**src/rtl/ise_pkg.sv**
```systemverilog
package ise_pkg;

  // Byte addresses on the register bus.
  localparam logic [11:0] ISE_OFS_IRQ_EN0 = 12'h418;
  localparam logic [11:0] ISE_OFS_ERR_ST1 = 12'h414;
  localparam logic [11:0] ISE_OFS_PCI1_CONTROL_STATUS = 12'h004;

  // Field positions in interrupt_enable_0.
  localparam int ISE_EN0_HOST_MASK = 29;
  localparam int ISE_EN0_PROC_EN = 28;
  localparam int ISE_EN0_DMA_LO = 24;
  localparam int ISE_EN0_P2_HW = 23;
  localparam int ISE_EN0_P1_HW = 22;
  localparam int ISE_EN0_EXT_LO = 16;
  localparam int ISE_EN0_DB_LO = 8;
  localparam int ISE_EN0_MBOX_LO = 0;

  // Bits of interrupt_enable_0 that hold storage (all but the doorbell
  // triggers and the reserved top two bits).
  localparam logic [31:0] ISE_EN0_RW_MASK = 32'h3fff_00ff;
  localparam logic [31:0] ISE_EN0_RESET = 32'h0000_0000;

  // Field positions in error_interrupt_status_1 (PCI-1 byte).
  localparam int ISE_ST1_ERR_PCI2 = 7;
  localparam int ISE_ST1_ERR_PB = 6;
  localparam int ISE_ST1_ERR_DMA = 5;
  localparam int ISE_ST1_ADDR_PAR = 4;
  localparam int ISE_ST1_RTY_PCI2 = 3;
  localparam int ISE_ST1_RTY_PB = 2;
  localparam int ISE_ST1_RTY_DMA = 1;
  localparam logic [7:0] ISE_ST1_RESET = 8'h00;

  // Bits reserved when only one PCI interface is fitted.
  localparam logic [7:0] ISE_ST1_SINGLE_RSVD = 8'h88;
  localparam logic [31:0] ISE_EN0_SINGLE_RSVD = 32'h0080_0000;

  localparam logic [31:0] ISE_RD_UNMAPPED = 32'h0000_0000;

endpackage

```
**src/rtl/ise_top.sv**
```systemverilog
`timescale 1ns/10ps
// How it works
// - Set error-to-PCI2 flag; W1C, reset clears.
// - Set error-to-processor-bus flag on PCI-1 error.
// - Set local DMA error flag on PCI-1.
// - Set address parity flag; W1C, reset clears.
// - Set retry-limit flag for PCI-2 cycles.
// - Set retry-limit flag for processor-bus cycles.
// - Set retry-limit flag for local DMA.
// - Keep PCI-1 control status error bits readable.
// - Enabled active status bits raise interrupt outputs.
// - Pin selection left to mapping and direction.
// - Top byte: host mask, processor, DMA enables.
// - Host mask is inverted: one masks.
// - Host mask shared with message unit field.
// - Second byte: PCI and external input enables.
// - PCI-1 hardware enable gates, resets to zero.
// - PCI-2 enable reserved in single-PCI variant.
// - Writing one to trigger sets doorbell status.
module ise_top
  import ise_pkg::*;
(
  // Clock and reset
  input wire logic CLK,
  input wire logic NRST,
  // Avalon-MM slave
  input wire logic [11:0] AVS_ADDRESS,
  input wire logic AVS_READ,
  input wire logic AVS_WRITE,
  input wire logic [31:0] AVS_WRITEDATA,
  input wire logic [3:0] AVS_BYTEENABLE,
  output logic [31:0] AVS_READDATA,
  output logic AVS_WAITREQUEST,
  // Access comes from the processor bus (mirrored bit order)
  input wire logic PB_ACCESS,
  // Variant strap
  input wire logic SINGLE_PCI_VARIANT,
  // PCI-1 error and retry-limit events, one-cycle pulses
  input wire logic PCI1_ERR_TO_PCI2,
  input wire logic PCI1_ERR_TO_PROCBUS,
  input wire logic PCI1_ERR_DMA_LOCAL,
  input wire logic PCI1_ADDR_PARITY_FLAG,
  input wire logic PCI1_RETRY_LIMIT_FROM_PCI2,
  input wire logic PCI1_RETRY_LIMIT_FROM_PROCBUS,
  input wire logic PCI1_RETRY_LIMIT_DMA_LOCAL,
  // Live PCI-1 control and status register
  input wire logic [31:0] PCI1_CONTROL_STATUS,
  // First interrupt status register and doorbell setting
  input wire logic [31:0] INTERRUPT_STATUS_0,
  output logic [7:0] DOORBELL_SET,
  // Outbound queue mask field shared with the message unit
  input wire logic OUTBOUND_QUEUE_MASK_WR,
  input wire logic OUTBOUND_QUEUE_MASK_WDATA,
  output logic OUTBOUND_QUEUE_MASK_FIELD,
  // Enabled interrupt requests, to the pin mapping logic
  output logic [31:0] IRQ_REQUEST_0,
  output logic [7:0] ERROR_STATUS_1
);

  logic ack_q;
  logic req;
  logic [31:0] wdata;
  logic [31:0] bmask;
  logic [31:0] rdata_d;
  logic [31:0] rdata_q;
  logic [31:0] en0_q;
  logic [31:0] en0_rd;
  logic [31:0] en0_eff;
  logic [7:0] st1_q;
  logic [7:0] st1_set;
  logic [7:0] st1_clr;
  logic [7:0] db_q;
  logic wr_en0;
  logic wr_st1;
  logic [31:0] irq_q;

  function automatic logic [31:0] mirror32(input logic [31:0] v);
    logic [31:0] r;
    r = '0;
    for (int i = 0; i < 32; i++) begin
      r[i] = v[31 - i];
    end
    return r;
  endfunction

  // Every access waits exactly one cycle, so read data come from a flop.
  typedef enum logic [0:0] {
    ISE_BUS_IDLE = 1'b0,
    ISE_BUS_ANSWER = 1'b1
  } ise_bus_t;
  ise_bus_t bus_q;
  ise_bus_t bus_d;

  assign req = AVS_READ | AVS_WRITE;
  assign ack_q = (bus_q == ISE_BUS_ANSWER);
  assign AVS_WAITREQUEST = req & ~ack_q;

  // The answer state lasts one cycle, so the master must drop its request.
  always_comb begin
    bus_d = bus_q;
    case (bus_q)
      ISE_BUS_IDLE: begin
        if (req) begin
          bus_d = ISE_BUS_ANSWER;
        end
      end
      ISE_BUS_ANSWER: begin
        bus_d = ISE_BUS_IDLE;
      end
      default: begin
        bus_d = ISE_BUS_IDLE;
      end
    endcase
  end

  always_ff @(posedge CLK) begin
    if (!NRST) begin
      bus_q <= ISE_BUS_IDLE;
    end else begin
      bus_q <= bus_d;
    end
  end

  // The whole word is bit-reversed for the processor bus, so byte lanes
  // swap end for end and byte enables are mirrored along with the data.
  always_comb begin
    wdata = PB_ACCESS ? mirror32(AVS_WRITEDATA) : AVS_WRITEDATA;
    for (int b = 0; b < 4; b++) begin
      bmask[8*b +: 8] = {8{AVS_BYTEENABLE[PB_ACCESS ? 3 - b : b]}};
    end
  end

  assign wr_en0 = AVS_WRITE & ack_q & (AVS_ADDRESS == ISE_OFS_IRQ_EN0);
  assign wr_st1 = AVS_WRITE & ack_q & (AVS_ADDRESS == ISE_OFS_ERR_ST1);

  // One register per field; the message unit may also write the host mask.
  logic host_mask_q;
  logic proc_en_q;
  logic [3:0] dma_en_q;
  logic p2_hw_q;
  logic p1_hw_q;
  logic [5:0] ext_en_q;
  logic [7:0] mbox_en_q;

  // The message unit wins over a bus write to the mask in the same cycle.
  always_ff @(posedge CLK) begin
    if (!NRST) begin
      host_mask_q <= ISE_EN0_RESET[ISE_EN0_HOST_MASK];
    end else if (OUTBOUND_QUEUE_MASK_WR) begin
      host_mask_q <= OUTBOUND_QUEUE_MASK_WDATA;
    end else if (wr_en0 & bmask[ISE_EN0_HOST_MASK]) begin
      host_mask_q <= wdata[ISE_EN0_HOST_MASK];
    end
  end

  always_ff @(posedge CLK) begin
    if (!NRST) begin
      proc_en_q <= ISE_EN0_RESET[ISE_EN0_PROC_EN];
    end else if (wr_en0 & bmask[ISE_EN0_PROC_EN]) begin
      proc_en_q <= wdata[ISE_EN0_PROC_EN];
    end
  end

  always_ff @(posedge CLK) begin
    if (!NRST) begin
      dma_en_q <= ISE_EN0_RESET[ISE_EN0_DMA_LO +: 4];
    end else if (wr_en0 & bmask[ISE_EN0_DMA_LO]) begin
      dma_en_q <= wdata[ISE_EN0_DMA_LO +: 4];
    end
  end

  always_ff @(posedge CLK) begin
    if (!NRST) begin
      p2_hw_q <= ISE_EN0_RESET[ISE_EN0_P2_HW];
    end else if (wr_en0 & bmask[ISE_EN0_P2_HW]) begin
      p2_hw_q <= wdata[ISE_EN0_P2_HW];
    end
  end

  always_ff @(posedge CLK) begin
    if (!NRST) begin
      p1_hw_q <= ISE_EN0_RESET[ISE_EN0_P1_HW];
    end else if (wr_en0 & bmask[ISE_EN0_P1_HW]) begin
      p1_hw_q <= wdata[ISE_EN0_P1_HW];
    end
  end

  always_ff @(posedge CLK) begin
    if (!NRST) begin
      ext_en_q <= ISE_EN0_RESET[ISE_EN0_EXT_LO +: 6];
    end else if (wr_en0 & bmask[ISE_EN0_EXT_LO]) begin
      ext_en_q <= wdata[ISE_EN0_EXT_LO +: 6];
    end
  end

  always_ff @(posedge CLK) begin
    if (!NRST) begin
      mbox_en_q <= ISE_EN0_RESET[ISE_EN0_MBOX_LO +: 8];
    end else if (wr_en0 & bmask[ISE_EN0_MBOX_LO]) begin
      mbox_en_q <= wdata[ISE_EN0_MBOX_LO +: 8];
    end
  end

  assign en0_q = {2'b00, host_mask_q, proc_en_q, dma_en_q, p2_hw_q,
                  p1_hw_q, ext_en_q, 8'h00, mbox_en_q};

  // The PCI-2 enable reads zero and has no effect in the single variant.
  always_comb begin
    en0_eff = en0_q;
    if (SINGLE_PCI_VARIANT) begin
      en0_eff = en0_q & ~ISE_EN0_SINGLE_RSVD;
    end
  end
  assign en0_rd = en0_eff;
  assign OUTBOUND_QUEUE_MASK_FIELD = en0_q[ISE_EN0_HOST_MASK];

  // Doorbell triggers are write-one-to-set pulses into the status register.
  always_ff @(posedge CLK) begin
    if (!NRST) begin
      db_q <= 8'h00;
    end else if (wr_en0) begin
      db_q <= wdata[ISE_EN0_DB_LO +: 8] & bmask[ISE_EN0_DB_LO +: 8];
    end else begin
      db_q <= 8'h00;
    end
  end
  assign DOORBELL_SET = db_q;

  always_comb begin
    st1_set = '0;
    st1_set[ISE_ST1_ERR_PCI2] = PCI1_ERR_TO_PCI2;
    st1_set[ISE_ST1_ERR_PB] = PCI1_ERR_TO_PROCBUS;
    st1_set[ISE_ST1_ERR_DMA] = PCI1_ERR_DMA_LOCAL;
    st1_set[ISE_ST1_ADDR_PAR] = PCI1_ADDR_PARITY_FLAG;
    st1_set[ISE_ST1_RTY_PCI2] = PCI1_RETRY_LIMIT_FROM_PCI2;
    st1_set[ISE_ST1_RTY_PB] = PCI1_RETRY_LIMIT_FROM_PROCBUS;
    st1_set[ISE_ST1_RTY_DMA] = PCI1_RETRY_LIMIT_DMA_LOCAL;
    if (SINGLE_PCI_VARIANT) begin
      st1_set = st1_set & ~ISE_ST1_SINGLE_RSVD;
    end
    st1_clr = wr_st1 ? (wdata[7:0] & bmask[7:0]) : 8'h00;
  end

  // Each flag is its own cell, so a clear of one never disturbs the
  // others that are set in the same cycle.
  ise_w1c_flag #(
    .RESET_VAL(ISE_ST1_RESET[ISE_ST1_ERR_PCI2])
  ) err_pci2_i (
    .clk(CLK),
    .nrst(NRST),
    .set(st1_set[ISE_ST1_ERR_PCI2]),
    .clr(st1_clr[ISE_ST1_ERR_PCI2]),
    .flag_q(st1_q[ISE_ST1_ERR_PCI2])
  );

  ise_w1c_flag #(
    .RESET_VAL(ISE_ST1_RESET[ISE_ST1_ERR_PB])
  ) err_pb_i (
    .clk(CLK),
    .nrst(NRST),
    .set(st1_set[ISE_ST1_ERR_PB]),
    .clr(st1_clr[ISE_ST1_ERR_PB]),
    .flag_q(st1_q[ISE_ST1_ERR_PB])
  );

  ise_w1c_flag #(
    .RESET_VAL(ISE_ST1_RESET[ISE_ST1_ERR_DMA])
  ) err_dma_i (
    .clk(CLK),
    .nrst(NRST),
    .set(st1_set[ISE_ST1_ERR_DMA]),
    .clr(st1_clr[ISE_ST1_ERR_DMA]),
    .flag_q(st1_q[ISE_ST1_ERR_DMA])
  );

  ise_w1c_flag #(
    .RESET_VAL(ISE_ST1_RESET[ISE_ST1_ADDR_PAR])
  ) addr_par_i (
    .clk(CLK),
    .nrst(NRST),
    .set(st1_set[ISE_ST1_ADDR_PAR]),
    .clr(st1_clr[ISE_ST1_ADDR_PAR]),
    .flag_q(st1_q[ISE_ST1_ADDR_PAR])
  );

  ise_w1c_flag #(
    .RESET_VAL(ISE_ST1_RESET[ISE_ST1_RTY_PCI2])
  ) rty_pci2_i (
    .clk(CLK),
    .nrst(NRST),
    .set(st1_set[ISE_ST1_RTY_PCI2]),
    .clr(st1_clr[ISE_ST1_RTY_PCI2]),
    .flag_q(st1_q[ISE_ST1_RTY_PCI2])
  );

  ise_w1c_flag #(
    .RESET_VAL(ISE_ST1_RESET[ISE_ST1_RTY_PB])
  ) rty_pb_i (
    .clk(CLK),
    .nrst(NRST),
    .set(st1_set[ISE_ST1_RTY_PB]),
    .clr(st1_clr[ISE_ST1_RTY_PB]),
    .flag_q(st1_q[ISE_ST1_RTY_PB])
  );

  ise_w1c_flag #(
    .RESET_VAL(ISE_ST1_RESET[ISE_ST1_RTY_DMA])
  ) rty_dma_i (
    .clk(CLK),
    .nrst(NRST),
    .set(st1_set[ISE_ST1_RTY_DMA]),
    .clr(st1_clr[ISE_ST1_RTY_DMA]),
    .flag_q(st1_q[ISE_ST1_RTY_DMA])
  );

  // Bit 0 of the flag byte has no event behind it and always reads zero.
  assign st1_q[0] = 1'b0;
  assign ERROR_STATUS_1 = st1_q;

  // Requests carry no pin choice; mapping logic outside picks the pin.
  always_ff @(posedge CLK) begin
    if (!NRST) begin
      irq_q <= 32'h0000_0000;
    end else begin
      irq_q <= INTERRUPT_STATUS_0 & en0_eff;
      irq_q[ISE_EN0_HOST_MASK] <= INTERRUPT_STATUS_0[ISE_EN0_HOST_MASK]
                                & ~en0_q[ISE_EN0_HOST_MASK];
      irq_q[ISE_EN0_DB_LO +: 8] <= INTERRUPT_STATUS_0[ISE_EN0_DB_LO +: 8];
    end
  end
  assign IRQ_REQUEST_0 = irq_q;

  always_comb begin
    rdata_d = ISE_RD_UNMAPPED;
    if (AVS_ADDRESS == ISE_OFS_IRQ_EN0) begin
      rdata_d = en0_rd;
    end else if (AVS_ADDRESS == ISE_OFS_ERR_ST1) begin
      rdata_d = {24'h000000, st1_q};
    end else if (AVS_ADDRESS == ISE_OFS_PCI1_CONTROL_STATUS) begin
      rdata_d = PCI1_CONTROL_STATUS;
    end
  end

  always_ff @(posedge CLK) begin
    if (!NRST) begin
      rdata_q <= 32'h0000_0000;
    end else if (AVS_READ & ~ack_q) begin
      rdata_q <= PB_ACCESS ? mirror32(rdata_d) : rdata_d;
    end
  end
  assign AVS_READDATA = rdata_q;

endmodule

module ise_w1c_flag
  import ise_pkg::*;
#(
  parameter logic RESET_VAL = 1'b0
) (
  // Clock and reset
  input wire logic clk,
  input wire logic nrst,
  // Hardware event and software clear
  input wire logic set,
  input wire logic clr,
  // Stored flag
  output logic flag_q
);

  // A new event in the clearing cycle keeps the flag set.
  always_ff @(posedge clk) begin
    if (!nrst) begin
      flag_q <= RESET_VAL;
    end else if (set) begin
      flag_q <= 1'b1;
    end else if (clr) begin
      flag_q <= 1'b0;
    end
  end

endmodule

```
**config.mk**
```make
export PLATFORM = sky130hd
export DESIGN_NAME = ise_top
export DESIGN_NICKNAME = d
export VERILOG_FILES = /design/src/rtl/ise_pkg.sv /design/src/rtl/ise_top.sv
export SDC_FILE = /design/constraint.sdc
export NUM_CORES = 1
export LEC_CHECK = 0
export BUFFER_PORTS_ARGS = -buffer_cell sky130_fd_sc_hd__buf_2
export CAP_MARGIN = 0
export CORE_UTILIZATION = 45
export DETAILED_ROUTE_END_ITERATION = 16
export PLACE_DENSITY = 0.81
export SYNTH_ARGS = -nofsm -noshare
export SYNTH_HDL_FRONTEND = slang
export SYNTH_SLANG_ARGS = --single-unit
```
**constraint.sdc**
```tcl
create_clock -name CLK -period 2.3 [get_ports CLK]
set_input_delay 0.46 -clock CLK [delete_from_list [all_inputs] [get_ports CLK]]
set_output_delay 0.46 -clock CLK [all_outputs]
set_load 0.03 [all_outputs]
```
==> implementation parameters <==
Parameter                              Value

Floorplanning
  Vertical extent of the die ... 103 um
  Floorplan row count ... 36
  Starting density of the core ... 46.9%
  Width of the die ... 103 um
  IO Count ... 209
  DIE AREA ... 10700 um2
  Placeable Area ... 9860 um2

STA
  Setup repair after global routing missed its margin ... no
  Max-slew violation count ... 0
  Sum of negative setup slack ... 0 ns
  Fin. Hold Viols ... 0
  Maximum clock frequency ... 0.508 GHz
  Final worst path period need ... 1.97 ns
  Worst slew margin relative to its limit ... 56.9%
  Final Worst Setup Slack ... 0.330 ns
  Share of the clock period used by the worst path ... 85.7%
  Setup clock skew after layout ... 0.0148 ns
  Number of setup violations in the final report ... 0
  Worst Max-Slew Pin Slew ... 0.645 ns
  Hold slack ... 0.300 ns

Routing
  Total number of vias ... 4753
  Average wire length per cell after detail routing ... 16.7 um
  WL final ... 14100 um
  Detailed-routing iteration count for the pre-antenna-repair pass ... 5
  Number of routed nets with antenna violations ... 0
  Residual DRC ... 0
  Starting DRC count in detailed routing ... 202
  DR vias/cell ... 5.64

Yosys
  Synth area leaders ... dfxtp_1, mux2i_1, o21ai_0
  Most common flop cell mapped by yosys ... dfxtp_1
  EDFF count, synth ... 0
  Library cell with the largest summed area after synthesis ... dfxtp_1
  Top cell type's share of synthesized area ... 43.3%
  Total of flip-flops plus latches after synthesis ... 100
  FFs w/ async S/R, synth ... 0%
  Count of cell types in the netlist ... 47
  Post-synthesis cell count ... 515
  Avg Inst Size Synth ... 8.97 um2
  Seq/Total Area, Yosys ... 43.3%
  Total number of yosys warnings ... 0
  Area of the mapped netlist ... 4620 um2

Worst hold path
  Class of the tightest hold or removal check ... in2reg
  Launch instance of the worst min-delay path ... INTERRUPT_STATUS_0[12]
  Hold-critical path depth ... 2
  Endpoint with the worst hold slack ... IRQ_REQUEST_0[12]

Setup path
  Worst R2R Path Depth ... 5
  Crit. End Element ... register
  Crit path kind ... in2reg
  CP Data Arrival Time ... 2.24 ns
  CP Cell Sequence ... buf_2 -> or4_1 -> buf_4 -> nor4b_2 -> buf_4 -> a22oi_1 -> o211ai_1
  Flop2flop setup slack ... 0.61 ns
  Worst path slowest cell ... or4_1
  Cell mode on critical path ... buf_4
  Required time worst endpoint ... 2.57 ns
  Crit path max fanout ... 12
  Startpoint type of the worst setup path ... primary input
  Launch point of the worst reg-to-reg path ... ack_q
  Reg2Reg Capture Point ... mbox_en_q[5]
  Peak per-stage delay on the critical path ... 0.63 ns

Power and ir drop
  Power density normalized to cell area ... 573 nW/um2
  Max VDD drop ... 0.273 mV
  LEAKAGE ... 0.00263 uW

Finish
  Most frequent cells in the layout ... buf_2, dfxtp_1, o21ai_0
  Fraction of final layout cells with drive strength greater than 1 ... 37.4%
  Area added between synthesis and finish ... 29.0%
  Most common cell after layout, fill and taps aside ... buf_2
  Diode count ... 0
  Number of nets in the final layout ... 832

Clocking
  Buffers inserted by post-CTS timing repair ... 0
  Total CTS buffers ... 9
  Worst skew pair latency ... 0.36 ns
  Clk root buf ... clkbuf_8
  H-tree depth ... 3
  Clock sinks ... 100
  Quantity of hold-fixing buffers added after cts ... 0
  Count of instances resized after the clock tree is built ... 0
  Post-CTS clock slew at the launch and capture registers of the worst setup and hold paths ... 0.10 ns
  Buffers from clock root to sink, at most ... 2
  Clock tree from TritonCTS ... built

Global routing
  First-pass GRT wire length ... 21300 um
  Grt total ovfl ... 0
  Maximum number of pins on one net before global-route repair ... 37
  Total routing resource utilization after global routing ... 26.0%
  Initial antenna violation count ... 0
  Via count of the first global-routing pass ... 4481

Placed design
  Global placement routability congestion ... 0.906
  Setup slack at placement ... -0.0427 ns
  HPWL Detailed ... 10900 um
  IO Port Bufs ... 203

Run
  Maximum Capacitance Violations ... 0

Run status
  Result of the run ... finished, final reports clean
layout make-up:
type                    instances  area (um2)
fillers                       848        3900
multi-input cells             355        2330
flip-flops and latches        100        2000
repair buffers                228        1230
well taps                     133         166
clock buffers                  10         138
clock inverters                 5        61.3
inverters                      11        41.3
state kept, by name, summed over array words and instances (netlist names), 4 cells and up:
register       cells
AVS_READDATA      32
IRQ_REQUEST_0     30
DOORBELL_SET       8
mbox_en_q          8
ext_en_q           6
dma_en_q           4
kinds of logic (layout without fill, tap and decap cells):
logic type / after synthesis / count (layout) / synth area share [%]
simple gates: 140 / 140 / 17.5
mux: 28 / 28 / 6.15
compound gates: 184 / 184 / 26.4
buf+inv: 62 / 254 / 6.55
other cells: 1 / 3 / 0.0811
flops: 100 / 100 / 43.3
worst max-delay path: cells and delay by family:
kind                   cells  cell delay (ns)
buffers and inverters      3             0.55
and+or+nand+nor            2             0.90
AOI/OAI and AO/OA          2             0.33
report_power, final:
group	switching, uW	leakage, uW	internal [uW]
clock	608	0.0000963	533
combinational	300	0.00172	189
sequential	21.8	0.000813	1770
per-layer routing:
metal	wire [um]	vias to the layer above	part of all wire (%)	GRT usage (%)
li1	-	2295	-	-
met1	5930	2208	42	33.6
met4	269	0	1.9	10.9
met3	1090	27	7.8	4.30
met2	6760	223	48	42.8
met5	0	-	0	0
Yosys cell counts, drive strengths merged (2+ instances only):
master and number:
a211oi 20, a21boi 6, a21oi 20, a22o 6, a22oi 9, a31oi 26
and2 11, and3 22, buf 25, clkbuf 26, dfxtp 100, inv 11
mux2 3, mux2i 25, nand2 35, nand2b 2, nand3 15, nor2 21
nor2b 4, nor3 9, nor4 5, o2111ai 18, o211ai 20, o21a 6
o21ai 49, or3b 8, or4 2, or4b 2
how the worst max path moves through the flow:
stage                        start          endpoint  slack (ns)  cells past startpoint
finish              AVS_ADDRESS[7]   AVS_READDATA[9]        0.33                      7
global route        AVS_ADDRESS[7]       ext_en_q[3]        0.23                      7
CTS                 AVS_ADDRESS[7]  AVS_READDATA[23]        0.34                      7
detailed placement  AVS_ADDRESS[7]  AVS_READDATA[12]       -0.04                      7
global placement    AVS_ADDRESS[7]   AVS_READDATA[8]       -0.01                      7
floorplan           AVS_ADDRESS[2]       dma_en_q[3]        0.19                      6
stage by stage:
stage	cells	util, %	cell area [um2]	power [uW]
final	842	60.5	5960	3420
after floorplan	517	-	4630	2110
after detailed placement	827	58.4	5770	2310
after global placement	827	58.4	5770	2300
after global routing	842	60.5	5960	3550
after CTS	842	60.5	5960	3440
Power figures use the tool's default switching activity.
